==> src/design/reset_seq_pkg.sv <==
package reset_seq_pkg;

	////////////////////////////////////////////////////////////////////////
	// Clock and reference period
	localparam int unsigned CLK_PERIOD_NS     = 5;
	// Reference oscillator period; board dependent, plain default
	localparam int unsigned REF_PERIOD_NS     = 40;
	// A reference period rounds up to whole clk cycles
	localparam int unsigned REF_DIV_CYC       = (REF_PERIOD_NS + CLK_PERIOD_NS - 1) / CLK_PERIOD_NS;

	////////////////////////////////////////////////////////////////////////
	// Release delays and pulse widths, in reference periods
	localparam int unsigned SAFETY_COLD_PER   = 6120;
	localparam int unsigned MAIN_COLD_PER     = 9195;
	localparam int unsigned SAFETY_WARM_PER   = 966;
	localparam int unsigned MAIN_WARM_PER     = 4040;

	////////////////////////////////////////////////////////////////////////
	// Assertion delays
	localparam int unsigned WARM_TO_MAIN_NS   = 960;
	localparam int unsigned WARM_TO_MAIN_CYC  = WARM_TO_MAIN_NS / CLK_PERIOD_NS;
	localparam int unsigned REQ_ISO_MULT      = 900;

	////////////////////////////////////////////////////////////////////////
	// External party minimum low times, not enforced here
	localparam int unsigned COLD_XTAL_MIN_NS  = 9500000;
	localparam int unsigned PIN_LOW_MIN_NS    = 1200;

	////////////////////////////////////////////////////////////////////////
	// Widths and reset values
	localparam int unsigned PER_W             = 16;
	localparam int unsigned ISO_W             = 16;
	localparam int unsigned REQ_CNT_W         = 26;
	// Cold pin reads low, warm and request read high, so reset acts as a cold reset
	localparam logic [2:0]  PIN_RESET_VAL     = 3'h3;

	typedef struct packed {
		logic cold_reset_in_n;
		logic safety_warm_reset_in_n;
		logic main_reset_request_in_n;
	} pin_in_t;

	typedef struct packed {
		logic sw_safety_warm_reset;
		logic sw_main_cold_reset;
		logic sw_main_warm_reset;
	} sw_reset_t;

endpackage

==> src/design/reset_status_sequencer.sv <==
`timescale 1ns/100ps
// Notes on behaviour
// - Cold low asserts safety status at once; release 6120 reference periods later.
// - Cold low asserts main status at once; release 9195 reference periods later.
// - Software safety warm reset holds safety status low 966 reference periods.
// - Any software reset holds main status low at least 4040 reference periods.
// - Safety warm low asserts safety status; release 966 reference periods after rise.
// - Safety warm low asserts main status 960 ns later; release after 4040 periods.
// - Request low asserts main status after 900 times isolation time; release 4040 periods.
module reset_status_sequencer
	import reset_seq_pkg::*;
#(
	parameter int unsigned REF_DIV     = REF_DIV_CYC,
	parameter int unsigned SAFETY_COLD = SAFETY_COLD_PER,
	parameter int unsigned MAIN_COLD   = MAIN_COLD_PER,
	parameter int unsigned SAFETY_WARM = SAFETY_WARM_PER,
	parameter int unsigned MAIN_WARM   = MAIN_WARM_PER,
	parameter int unsigned WARM_DLY    = WARM_TO_MAIN_CYC
)
(
	// Clock and reset
	input  wire logic                         clk,
	input  wire logic                         rst,
	// Reset pins from the board
	input  wire reset_seq_pkg::pin_in_t       pins,
	// Software reset pulses, same clock
	input  wire reset_seq_pkg::sw_reset_t     sw_rst,
	// Reset isolation time in clk cycles
	input  wire logic [reset_seq_pkg::ISO_W-1:0] iso_time,
	// Reset status outputs
	output logic                              safety_reset_status_n,
	output logic                              main_reset_status_n
);
	import reset_seq_pkg::*;

	if (REF_DIV < 1 || REF_DIV > 255 || SAFETY_COLD < 1 || MAIN_COLD < 1 || SAFETY_WARM < 1 || MAIN_WARM < 1
		|| SAFETY_COLD >= 65535 || MAIN_COLD >= 65535 || SAFETY_WARM >= 65535 || MAIN_WARM >= 65535
		|| WARM_DLY < 1 || WARM_DLY > 255)
	begin : g_bad_param
		$error("reset_status_sequencer: parameter out of range");
	end

	localparam logic [PER_W-1:0] SAFETY_COLD_T = PER_W'(SAFETY_COLD);
	localparam logic [PER_W-1:0] MAIN_COLD_T   = PER_W'(MAIN_COLD);
	localparam logic [PER_W-1:0] SAFETY_WARM_T = PER_W'(SAFETY_WARM);
	localparam logic [PER_W-1:0] MAIN_WARM_T   = PER_W'(MAIN_WARM);
	localparam logic [7:0]       REF_LAST      = 8'(REF_DIV - 1);
	localparam logic [7:0]       WARM_DLY_T    = 8'(WARM_DLY);
	localparam logic [9:0]       ISO_MULT_T    = 10'(REQ_ISO_MULT);

	// Pick the release target: cold wins, a pending longer release is kept
	function automatic logic [PER_W-1:0] pick_target(
		input logic             cold,
		input logic             busy,
		input logic [PER_W-1:0] cur,
		input logic [PER_W-1:0] cold_val,
		input logic [PER_W-1:0] warm_val
	);
		logic [PER_W-1:0] t;
		t = warm_val;
		if (cold)
			t = cold_val;
		else if (busy && cur > warm_val)
			t = cur;
		return t;
	endfunction

	////////////////////////////////////////////////////////////////////////
	// Pin synchronisers; a change counts once stages two and three agree
	logic [2:0] sync1_r;
	logic [2:0] sync2_r;
	logic [2:0] sync3_r;
	logic [2:0] pin_lvl_r;

	always_ff @(posedge clk or posedge rst)
	begin
		if (rst)
		begin
			sync1_r <= PIN_RESET_VAL;
			sync2_r <= PIN_RESET_VAL;
			sync3_r <= PIN_RESET_VAL;
		end
		else
		begin
			sync1_r <= pins;
			sync2_r <= sync1_r;
			sync3_r <= sync2_r;
		end
	end

	always_ff @(posedge clk or posedge rst)
	begin
		if (rst)
			pin_lvl_r <= PIN_RESET_VAL;
		else
			for (int i = 0; i < 3; i++)
				if (sync2_r[i] == sync3_r[i])
					pin_lvl_r[i] <= sync3_r[i];
	end

	pin_in_t lvl;
	assign lvl = pin_in_t'(pin_lvl_r);

	logic cold_act;
	logic warm_act;
	logic req_act;
	assign cold_act = ~lvl.cold_reset_in_n;
	assign warm_act = ~lvl.safety_warm_reset_in_n;
	assign req_act  = ~lvl.main_reset_request_in_n;

	////////////////////////////////////////////////////////////////////////
	// Reference period tick
	logic [7:0] div_r;
	logic       ref_tick_r;

	always_ff @(posedge clk or posedge rst)
	begin
		if (rst)
		begin
			div_r      <= 8'h00;
			ref_tick_r <= 1'b0;
		end
		else
		begin
			ref_tick_r <= (div_r == REF_LAST);
			div_r      <= (div_r == REF_LAST) ? 8'h00 : div_r + 8'h01;
		end
	end

	////////////////////////////////////////////////////////////////////////
	// Delayed assertion of main status from warm pin and request pin
	logic [7:0]           warm_dly_r;
	logic [REQ_CNT_W-1:0] req_dly_r;
	logic [REQ_CNT_W-1:0] req_target;

	assign req_target = ISO_MULT_T * iso_time;

	always_ff @(posedge clk or posedge rst)
	begin
		if (rst)
			warm_dly_r <= 8'h00;
		else if (!warm_act)
			warm_dly_r <= 8'h00;
		else if (warm_dly_r != WARM_DLY_T)
			warm_dly_r <= warm_dly_r + 8'h01;
	end

	always_ff @(posedge clk or posedge rst)
	begin
		if (rst)
			req_dly_r <= '0;
		else if (!req_act)
			req_dly_r <= '0;
		else if (req_dly_r < req_target)
			req_dly_r <= req_dly_r + REQ_CNT_W'(1);
	end

	logic warm_main;
	logic req_main;
	assign warm_main = warm_act && (warm_dly_r == WARM_DLY_T);
	assign req_main  = req_act && (req_dly_r >= req_target);

	////////////////////////////////////////////////////////////////////////
	// Hold conditions
	logic safety_hold;
	logic main_hold;
	assign safety_hold = cold_act | warm_act | sw_rst.sw_safety_warm_reset;
	assign main_hold   = cold_act | warm_main | req_main | sw_rst.sw_safety_warm_reset
		| sw_rst.sw_main_cold_reset | sw_rst.sw_main_warm_reset;

	////////////////////////////////////////////////////////////////////////
	// Safety domain release counter
	logic [PER_W-1:0] safety_cnt_r;
	logic [PER_W-1:0] safety_tgt_r;

	always_ff @(posedge clk or posedge rst)
	begin
		if (rst)
			safety_tgt_r <= SAFETY_COLD_T;
		else if (safety_hold)
			safety_tgt_r <= pick_target(cold_act, ~safety_reset_status_n, safety_tgt_r,
				SAFETY_COLD_T, SAFETY_WARM_T);
	end

	// One extra tick: the first tick after release may come early in its period
	always_ff @(posedge clk or posedge rst)
	begin
		if (rst)
			safety_cnt_r <= '0;
		else if (safety_hold)
			safety_cnt_r <= '0;
		else if (ref_tick_r && safety_cnt_r <= safety_tgt_r)
			safety_cnt_r <= safety_cnt_r + PER_W'(1);
	end

	always_ff @(posedge clk or posedge rst)
	begin
		if (rst)
			safety_reset_status_n <= 1'b0;
		else if (safety_hold)
			safety_reset_status_n <= 1'b0;
		else if (safety_cnt_r > safety_tgt_r)
			safety_reset_status_n <= 1'b1;
	end

	////////////////////////////////////////////////////////////////////////
	// Main domain release counter
	logic [PER_W-1:0] main_cnt_r;
	logic [PER_W-1:0] main_tgt_r;

	always_ff @(posedge clk or posedge rst)
	begin
		if (rst)
			main_tgt_r <= MAIN_COLD_T;
		else if (main_hold)
			main_tgt_r <= pick_target(cold_act, ~main_reset_status_n, main_tgt_r,
				MAIN_COLD_T, MAIN_WARM_T);
	end

	always_ff @(posedge clk or posedge rst)
	begin
		if (rst)
			main_cnt_r <= '0;
		else if (main_hold)
			main_cnt_r <= '0;
		else if (ref_tick_r && main_cnt_r <= main_tgt_r)
			main_cnt_r <= main_cnt_r + PER_W'(1);
	end

	always_ff @(posedge clk or posedge rst)
	begin
		if (rst)
			main_reset_status_n <= 1'b0;
		else if (main_hold)
			main_reset_status_n <= 1'b0;
		else if (main_cnt_r > main_tgt_r)
			main_reset_status_n <= 1'b1;
	end

endmodule // reset_status_sequencer

==> config.mk <==
export PLATFORM = sky130hd
export DESIGN_NAME = reset_status_sequencer
export DESIGN_NICKNAME = d
export VERILOG_FILES = /design/src/design/reset_seq_pkg.sv /design/src/design/reset_status_sequencer.sv
export SDC_FILE = /design/constraint.sdc
export NUM_CORES = 1
export LEC_CHECK = 0
export ABC_AREA = 1
export ABC_CLOCK_PERIOD_IN_PS = 4600
export BUFFER_PORTS_ARGS = -buffer_cell sky130_fd_sc_hd__buf_2
export CAP_MARGIN = 20
export CORE_ASPECT_RATIO = 2
export CORE_MARGIN = 8
export CORE_UTILIZATION = 45
export CTS_BUF_LIST = sky130_fd_sc_hd__clkbuf_4
export CTS_CLUSTER_DIAMETER = 80
export CTS_CLUSTER_SIZE = 10
export DETAILED_ROUTE_END_ITERATION = 12
export GPL_TIMING_DRIVEN = 1
export SETUP_SLACK_MARGIN = 0.5
export SYNTH_ARGS = -nofsm -noshare
export SYNTH_HDL_FRONTEND = slang
export SYNTH_SLANG_ARGS = --single-unit
==> constraint.sdc <==
create_clock -name clk -period 4.6 [get_ports clk]
set_input_delay 1.15 -clock clk [delete_from_list [all_inputs] [get_ports clk]]
set_output_delay 1.15 -clock clk [all_outputs]
set_load 0.03 [all_outputs]
# [Word-level counts from Yosys, hierarchy flattened]
# Index checks and enable logic that the tools add are counted.
[word_totals] elab_cells=81 in_bits=24 regBits=121
[op_classes] multipliers=1 reduce_logical=14 n_eq_ne=8 muxes=17 magnitude_cmp=8 n_bitwise=12 add_sub_neg=5
[ops] cell="$mux W16" count=8
[ops] cell="$mux W26" count=2
[ops] cell="$add A16 B1 Y16 const B" count=2
[ops] cell="$gt A16 B16 Y1" count=2
[ops] cell="$le A16 B16 Y1" count=2
[ops] cell="$add A26 B1 Y26 const B" count=1
[ops] cell="$ge A26 B26 Y1" count=1
[ops] cell="$lt A26 B26 Y1" count=1
[ops] cell="$mul A8 B16 Y24 const A" count=1
[ops] cell="$mux W8" count=3
[ops] cell="$add A8 B1 Y8 const B" count=2
[ops] cell="$gt A16 B10 Y1 const B" count=1
[ops] cell="$gt A16 B12 Y1 const B" count=1
[ops] cell="$reduce_bool A2 Y1" count=6
[ops] cell="$eq A8 B3 Y1 const B" count=1
[ops] cell="$eq A8 B8 Y1 const B" count=1
[ops] cell="$ne A8 B8 Y1 const B" count=1
[ops] cell="$or A1 B1 Y1" count=7
[ops] cell="$logic_and A1 B1 Y1" count=6
[ops] cell="$not A1 Y1" count=5
[ops] cell="$mux W1" count=4
[ops] cell="$ne A2 B2 Y1 const B" count=2
[ops] cell="$reduce_and A2 Y1" count=2
[ops] cell="$eq A1 B1 Y1" count=3

# [Depth between registers and ports, before layout]
# Gate-level depths: netlist of run 1.
[depth] ltp_word=8 ltp_mapped=28 ltp_nobuf=28

# [Least setup slack after synthesis of run 1]
# No wires, ideal clock.
[synth_path] path_kind="input port to flip-flop" startpoint="input iso_time[6] (netlist name)" endpoint="register main_tgt_r[11]" cell_stages=27 t_arrival_ps=5341 setup_slack_ps=-858 setup_ps=117 cell_sequence="inv_1 > fa_1 > inv_1 > ha_1 > inv_1 > fa_1 > inv_1 > ha_1 > ha_1 > a21oi_1 > o21a_1 > nand2_1 > a21boi_0 > o21ai_0 > xnor2_1 > ha_1 > nand2_1 > nor2_1 > nand2_1 > nor2_1 > nand2_1 > nand4_1 > nand2_2 > nand2_2 > nand2_1 > nand2_1 > nand2_1"
[synth_via] elab_chain_cells=8
[synth_rtl] element="from (decl)" line_no="reset_status_sequencer.sv:29" source="input wire logic [reset_seq_pkg::ISO_W-1:0] iso_time,"
[synth_rtl] element="$mul A8 B16 Y24" line_no="reset_status_sequencer.sv:136" source="assign req_target = ISO_MULT_T * iso_time;"
[synth_rtl] element="$ge A26 B26 Y1" line_no="reset_status_sequencer.sv:161" source="assign req_main = req_act && (req_dly_r >= req_target);"
[synth_rtl] element="$logic_and A1 B1 Y1" line_no="reset_status_sequencer.sv:161"
[synth_rtl] element="$or A1 B1 Y1 (2 in series)" line_no="reset_status_sequencer.sv:168" source="assign main_hold = cold_act | warm_main | req_main | sw_rst.sw_safety_warm_reset"
[synth_rtl] element="$or A1 B1 Y1 (2 in series)" line_no="reset_status_sequencer.sv:169" source="| sw_rst.sw_main_cold_reset | sw_rst.sw_main_warm_reset;"
[synth_rtl] element="$reduce_and A2 Y1 (no line)"
[synth_rtl] element="to (signal assigned)" line_no="reset_status_sequencer.sv:216" source="main_tgt_r <= pick_target(cold_act, ~main_reset_status_n, main_tgt_r,"
[synth_rtl] element="to (decl)" line_no="reset_status_sequencer.sv:209" source="logic [PER_W-1:0] main_tgt_r;"
# No other way between the ends.
# A chain may end at the register's enable or synchronous reset.

# [Worst setup path in the final report of run 1]
[layout_path] startpoint="input iso_time[2] (netlist name)" endpoint="register main_cnt_r[0]"
[layout_via] elab_chain_cells=8 elab_cells_between_ends=9 cone_classes="mul (1); order compare (1); mux (1); bitwise (4); reduce/logical (2)"
[layout_rtl] element="$mul A8 B16 Y24 (*)" line_no="reset_status_sequencer.sv:136"
[layout_rtl] element="$ge A26 B26 Y1 (*)" line_no="reset_status_sequencer.sv:161"
[layout_rtl] element="$logic_and A1 B1 Y1 (*)" line_no="reset_status_sequencer.sv:161"
[layout_rtl] element="$or A1 B1 Y1 (*) (2 in series)" line_no="reset_status_sequencer.sv:168"
[layout_rtl] element="$or A1 B1 Y1 (*) (2 in series)" line_no="reset_status_sequencer.sv:169"
[layout_rtl] element="$mux W16 or $reduce_bool A2 Y1 (tied branches)"
[layout_rtl] element="to (signal assigned)" line_no="reset_status_sequencer.sv:227" source="main_cnt_r <= main_cnt_r + PER_W'(1);"
[layout_rtl] element="to (decl)" line_no="reset_status_sequencer.sv:208" source="logic [PER_W-1:0] main_cnt_r;"
# Mark *: on every way between the ends. The rest lies on a longest branch, timed or not.

==> results of run 1 <==
==> layout make-up <==
cell class,instances,area (um2),area share
Antenna cell,1,2.50,0.000256
Clock inverter,6,93.8,0.00959
Timing Repair Buffer,100,858,0.0878
Multi-Input combinational cell,724,5540,0.566
Inverter,157,607,0.0620
Clock buffer,10,75.1,0.00768
Tap cell,213,267,0.0272
Sequential cell,93,2340,0.239
==> flip-flops by register name (all words and copies together), names as in the netlist <==
| name | count |
|---|---|
| sync2_r | 3 |
| main_reset_status_n | 1 |
| sync3_r | 3 |
| req_dly_r | 26 |
| safety_cnt_r | 16 |
| ref_tick_r | 1 |
| main_cnt_r | 16 |
| safety_tgt_r | 2 |
| warm_dly_r | 8 |
| lvl | 3 |
| div_r | 8 |
| safety_reset_status_n | 1 |
| sync1_r | 3 |
| main_tgt_r | 2 |
==> synthesized netlist by cell type (all sizes together) (4+ instances only) <==
master  instances
o21ai          28
nor4            4
o31ai          12
dfstp          10
or2             4
nor3           28
xnor2          21
clkbuf          6
nand3          66
xor2           41
buf            10
inv           154
dfrtp          83
ha            104
o21bai          4
fa             24
a21oi          32
nor2           91
nand4          48
nand2         196
==> critical path, delay by kind of cell <==
| kind | cells | cell delay [ns] |
|---|---|---|
| xor gates and xnor gates | 1 | 0.15 |
| buffers and inverters | 5 | 0.40 |
| adders and majority gates | 6 | 2.23 |
| AOI/OAI and AO/OA | 3 | 0.45 |
| and+or+nand+nor | 9 | 1.17 |
==> power by group through the flow <==
| stage | clock [mW] | sequential (mW) | combinational, mW |
|---|---|---|---|
| finish | 0.515 | 0.874 | 1.64 |
| global route | 0.566 | 0.878 | 1.85 |
| floorplan | 0 | 0.876 | 0.980 |
| global placement | 0 | 0.889 | 1.43 |
| CTS | 0.540 | 0.874 | 1.55 |
| detailed placement | 0 | 0.889 | 1.46 |
==> cells by family after synthesis <==
family	Yosys count	synth area share
AND/OR/NAND/NOR	441	0.262
AO/OA/AOI/OAI	89	0.0660
flip-flops	93	0.292
XOR/XNOR	62	0.0677
buffers and inverters	173	0.0865
adder cells (fa/ha/maj)	131	0.226
==> path summary, 6_finish.rpt <==
check,startpoint,to,cells past startpoint
min in group asynchronous,rst,main_cnt_r[6],2
hold reg to reg,sync1_r[1],sync2_r[1],0
hold / removal,sync1_r[1],sync2_r[1],0
max in group asynchronous,rst,lvl[0],3
setup reg to reg,main_tgt_r[5],main_cnt_r[2],12
setup / recovery,iso_time[2],main_cnt_r[0],24
==> per-layer routing <==
metal,global-route usage,part of all wire,up-vias
li1,-,-,3439
met1,0.211,0.49,3134
met2,0.252,0.47,124
met3,0.0193,0.034,11
met4,0.0350,0.0074,0
met5,0,0,-
==> timing repair <==
| action | 4_1_cts | 5_1_grt |
|---|---|---|
| buffers inserted | 6 | 3 |
| cloned | 1 | 4 |
| hold buffers | 0 | 0 |
| pin swaps | 10 | 40 |
| endpoints found under the setup margin | 45 | 45 |
| gates resized for setup | 35 | 62 |
==> metrics by stage <==
step                hold slack [ns]  total power, mW
detailed placement            0.340             2.35
CTS                           0.369             2.97
finish                        0.367             3.03
global route                  0.375             3.30
floorplan                     0.331             1.86
global placement              0.338             2.32
==> impl_metrics.env, run 1 <==
export IMPL_outcome="finished with violations"
export IMPL_drc=0
export IMPL_instances_no_fill=1304
export IMPL_critPathMaxStageDelay_ns=0.52
export IMPL_dr_pass1_iters=5
export IMPL_maxCapViolations=0
export IMPL_yosysTopAreaCell="dfrtp_1"
export IMPL_die_w_um=110
export IMPL_drv_slew=0
export IMPL_place_inst=1272
export IMPL_synthTopCellsByArea="dfrtp_1 (26%), ha_1 (16%), nand2_1 (8.7%)"
export IMPL_ir_drop_mv=0.183
export IMPL_worst_setup_path_end_kind="flip-flop"
export IMPL_dp_hpwl_um=13500
export IMPL_synth_ff_type="dfrtp_1"
export IMPL_die_area_um2=22600
export IMPL_h_tree_depth=3
export IMPL_fin_crit_ns=5.20
export IMPL_start_util=0.456
export IMPL_clockBufferDepth=2
export IMPL_worst_setup_path_start_kind="primary input"
export IMPL_final_core_util=0.555
export IMPL_comb_power_share=0.542
export IMPL_p_sw_frac=0.374
export IMPL_rows=69
export IMPL_cts_sinks=93
export IMPL_final_antenna_net_count=0
export IMPL_layout_common_cells="nand2_1 (161), inv_1 (137), ha_1 (86), dfrtp_1 (83), nor2_1 (72)"
export IMPL_syn_area_um2=8020
export IMPL_critPathSlowestCell="fa_1"
export IMPL_period_share=1.13
export IMPL_layout_nets=1237
export IMPL_grt_pass1_vias=6536
export IMPL_ys_seq_elements=93
export IMPL_synth_seq_area_share=0.292
export IMPL_p_per_area_nw_per_um2=310
export IMPL_syn_num_nets=1141
export IMPL_io_buffers=25
export IMPL_drt_iter0_markers=310
export IMPL_insertion_delay_ns=0.44
export IMPL_cp_max_fo=5
export IMPL_rsz0062_at_grt="yes"
export IMPL_grt_first_pass_wirelength_um=30100
export IMPL_viasPerCell=5.14
export IMPL_worstPathArrival_ns=5.56
export IMPL_violations="setup timing"
export IMPL_io_pins=26
export IMPL_path_clk_slew_ns=0.14
export IMPL_leakage_nw=4.83
export IMPL_cts_buffers=9
export IMPL_grt_max_degree=76
export IMPL_grt_usage=0.154
export IMPL_crit_path_cell_trace="buf_2 > inv_2 > fa_1 > inv_1 > ha_4 > fa_1 > ha_4 > inv_1 > fa_2 > o21ai_2 > nand3_2 > nand4_1 > a21oi_2 > xor2_1 > ha_1 > nand2_2 > nor2_2 > a21boi_2 > nor2_2 > nand4_1 > nand2_4 > buf_6 > nand2_4 > nor3_2"
export IMPL_seqPwrFrac=0.288
export IMPL_wirelength_um=17800
export IMPL_worstMarginPinSlew_ns=0.991
export IMPL_path_class="primary input to flip-flop"
export IMPL_finalSetupViolCount=45
export IMPL_setup_tns_ns=-22.34
export IMPL_yosysUniqueCellTypes=53
export IMPL_num_fill_cells=1665
export IMPL_die_h_um=205
export IMPL_cts_tree="done"
export IMPL_clockRootBuffer="clkbuf_4"
export IMPL_worst_slack_ns=-0.599
export IMPL_dpl_instance_area_um2=9030
export IMPL_drive_above_1_share=0.240
export IMPL_slew_headroom=0.337
export IMPL_async_reset_ff_frac=1.00
export IMPL_worstPathRequired_ns=4.96
export IMPL_pwr_share_clk=0.170
export IMPL_detail_route_wl_per_cell_um=13.6
export IMPL_max_freq_mhz=192
export IMPL_gp_congestion=0.898
export IMPL_area_delta_synth_final_pct=21.9
export IMPL_reg2reg_slack_ns=2.25
export IMPL_core_area_um2=17600
export IMPL_avgSynthCellArea_um2=8.11
export IMPL_fin_area_um2=9780
export IMPL_synth_edf_count=0
export IMPL_yosysWarnings=0
export IMPL_synth_top_cell_area_share=0.259
export IMPL_grt_overflow=0
export IMPL_num_vias=6708
export IMPL_hold_class="flip-flop to flip-flop"
export IMPL_synth_cells=989
export IMPL_finalHoldViolCount=0
export IMPL_antenna_found_initial=1
export IMPL_cellInternalPower_mw=1.90
export IMPL_p_switching_mw=1.13
export IMPL_layout_commonest_cell="nand2_1"
export IMPL_place_ws_ns=-1.10
export IMPL_finalClockSkew_ns=0.0276
No activity file was read; power rests on OpenSTA's default activity.
==> inputs of run 2 (changes only) <==
- CELL_PAD_IN_SITES_DETAIL_PLACEMENT: unset -> 2
- CELL_PAD_IN_SITES_GLOBAL_PLACEMENT: unset -> 2
- CORE_UTILIZATION: 45 -> 30
- PLACE_DENSITY_LB_ADDON: unset -> 0.1
==> run 2 against run 1 <==
Against the previous run: the flow still finishes with violations (setup timing); register-to-register slack got worse by 0.18 ns; clock skew increased by 0.0028 ns; worst setup slack got worse by 0.061 ns; global-route usage increased by 1.4 points; wire length increased by 52%; final cell count increased by 11%; combinational power increased by 9%; flip-flop and latch count unchanged; total power increased by 3.4%; sequential share of layout area decreased by 0.71 points.
==> impl_metrics.env, run 2 (same netlist as run 1, synthesis figures left out) <==
export IMPL_grt_pass1_vias=8230
export IMPL_worst_slack_ns=-0.661
export IMPL_io_pins=26
export IMPL_largest_reg_flops=26
export IMPL_dp_hpwl_um=22100
export IMPL_core_area_um2=26300
export IMPL_layout_commonest_cell="nand2_1"
export IMPL_reg2reg_slack_ns=2.07
export IMPL_final_antenna_net_count=0
export IMPL_layout_common_cells="nand2_1 (163), inv_1 (132), ha_1 (85), dfrtp_1 (83), buf_4 (72)"
export IMPL_cts_tree="done"
export IMPL_worstPathRequired_ns=5.01
export IMPL_slew_headroom=0.369
export IMPL_hold_class="flip-flop to flip-flop"
export IMPL_grt_usage=0.168
export IMPL_grt_overflow=0
export IMPL_reg2reg_from="main_tgt_r[5]"
export IMPL_critPathMaxStageDelay_ns=0.58
export IMPL_io_buffers=25
export IMPL_timing_rr_end="main_cnt_r[5]"
export IMPL_num_vias=7166
export IMPL_area_delta_synth_final_pct=25.6
export IMPL_cp_max_fo=5
export IMPL_fin_crit_ns=5.26
export IMPL_num_fill_cells=3039
export IMPL_finalHoldViolCount=0
export IMPL_critPathSlowestCell="fa_1"
export IMPL_insertion_delay_ns=0.52
export IMPL_drc=0
export IMPL_hold_start="sync1_r[1]"
export IMPL_reg_top3="req_dly_r x26, main_cnt_r x16, safety_cnt_r x16"
export IMPL_h_tree_depth=3
export IMPL_rsz0062_at_grt="yes"
export IMPL_grt_max_degree=42
export IMPL_violations="setup timing"
export IMPL_ff2ff_path_depth=13
export IMPL_finalClockSkew_ns=0.0304
export IMPL_timing_hold_ws_ns=0.370
export IMPL_largest_register="req_dly_r"
export IMPL_dpl_instance_area_um2=9330
export IMPL_place_ws_ns=-1.37
export IMPL_gp_congestion=0.803
export IMPL_leakage_nw=4.87
export IMPL_finalSetupViolCount=45
export IMPL_cts_buffers=9
export IMPL_clockBufferDepth=2
export IMPL_ir_drop_mv=0.213
export IMPL_start_util=0.305
export IMPL_outcome="finished with violations"
export IMPL_worst_setup_path_start_kind="primary input"
export IMPL_detail_route_wl_per_cell_um=18.6
export IMPL_max_freq_mhz=190
export IMPL_dr_pass1_iters=4
export IMPL_hold_path_depth=0
export IMPL_path_common_cell="nand2_2"
export IMPL_antenna_found_initial=1
export IMPL_grt_first_pass_wirelength_um=42500
export IMPL_hold_end="sync2_r[1]"
export IMPL_fin_area_um2=10100
export IMPL_p_per_area_nw_per_um2=311
export IMPL_path_class="primary input to flip-flop"
export IMPL_wirelength_um=26900
export IMPL_die_w_um=132
export IMPL_worst_setup_path_end_kind="flip-flop"
export IMPL_drt_iter0_markers=133
export IMPL_clockRootBuffer="clkbuf_4"
export IMPL_cts_sinks=93
export IMPL_viasPerCell=4.96
export IMPL_layout_nets=1248
export IMPL_period_share=1.14
export IMPL_worstPathArrival_ns=5.67
export IMPL_die_h_um=247
export IMPL_drive_above_1_share=0.257
export IMPL_path_clk_slew_ns=0.17
export IMPL_p_total_mw=3.13
export IMPL_worstMarginPinSlew_ns=0.943
export IMPL_rows=84
export IMPL_drv_slew=0
export IMPL_maxCapViolations=0
export IMPL_die_area_um2=32600
run 2: changes by cell type in the layout (fill, tap and decap cells not counted), moves of 3 or more:
cell	previous run	this run
buf_4	64	72
buf_6	4	9
inv_1	137	132
nor2_4	7	12
nor2_2	11	7
inv_2	12	15
run 2: per-layer routing:
layer  GRT usage  vias up  share of wire
li1            -     3443              -
met1       0.131     3621           0.31
met2       0.384       63           0.64
met3      0.0173       39          0.011
met4      0.0748        0          0.039
met5           0        -              0
run 2: layout make-up:
class	instances	area [um2]	area share
flip-flops and latches	93	2340	0.232
multi-input cells	723	5600	0.556
well taps	344	430	0.0427
repair buffers	112	952	0.0945
clock buffers	9	67.6	0.00670
clock inverters	7	66.3	0.00658
diodes	1	2.50	0.000248
inverters	157	617	0.0612
run 2: worst max-delay path, delay by kind of cell:
kind | cells | cell delay (ns)
compound gates | 2 | 0.31
fa+ha+maj | 6 | 2.19
xor+xnor | 1 | 0.06
buf+inv | 7 | 0.79
simple gates | 11 | 1.16
run 2: repair_timing:
item                                    4_1_cts  5_1_grt
hold buffers                                  0        0
endpoints found under the setup margin       45       45
resized for setup                            66       61
hold endpoints to repair                      0        0
pin swaps                                    27       46
buffers inserted                              5        3
gates cloned                                  0        3
run 2: power by group:
| group | switching (mW) | total (mW) | internal (mW) |
|---|---|---|---|
| logic | 0.919 | 1.79 | 0.871 |
| registers | 0.0333 | 0.879 | 0.846 |
| clock network | 0.341 | 0.463 | 0.122 |
| total | 1.29 | 3.13 | 1.84 |
run 2: worst max path at each step:
stage / depth (start not counted) / slack, ns / to / from
after floorplan: 27 / -0.63 / req_dly_r[12] / iso_time[6]
after global placement: 28 / -1.24 / main_tgt_r[11] / iso_time[6]
after detailed placement: 28 / -1.37 / req_dly_r[3] / iso_time[6]
after CTS: 24 / -0.55 / main_cnt_r[7] / iso_time[2]
after global routing: 24 / -0.93 / req_dly_r[12] / iso_time[5]
final: 27 / -0.66 / req_dly_r[12] / iso_time[5]
run 2: through the flow:
step | util | TNS, ns | cells
3_5_place_dp | 0.355 | -58.96 | 1418
6_report | 0.384 | -26.46 | 1446
4_1_cts | 0.370 | -21.53 | 1439
2_1_floorplan | - | -24.73 | 989
3_3_place_gp | 0.355 | -54.00 | 1418
5_1_grt | 0.384 | -37.10 | 1446
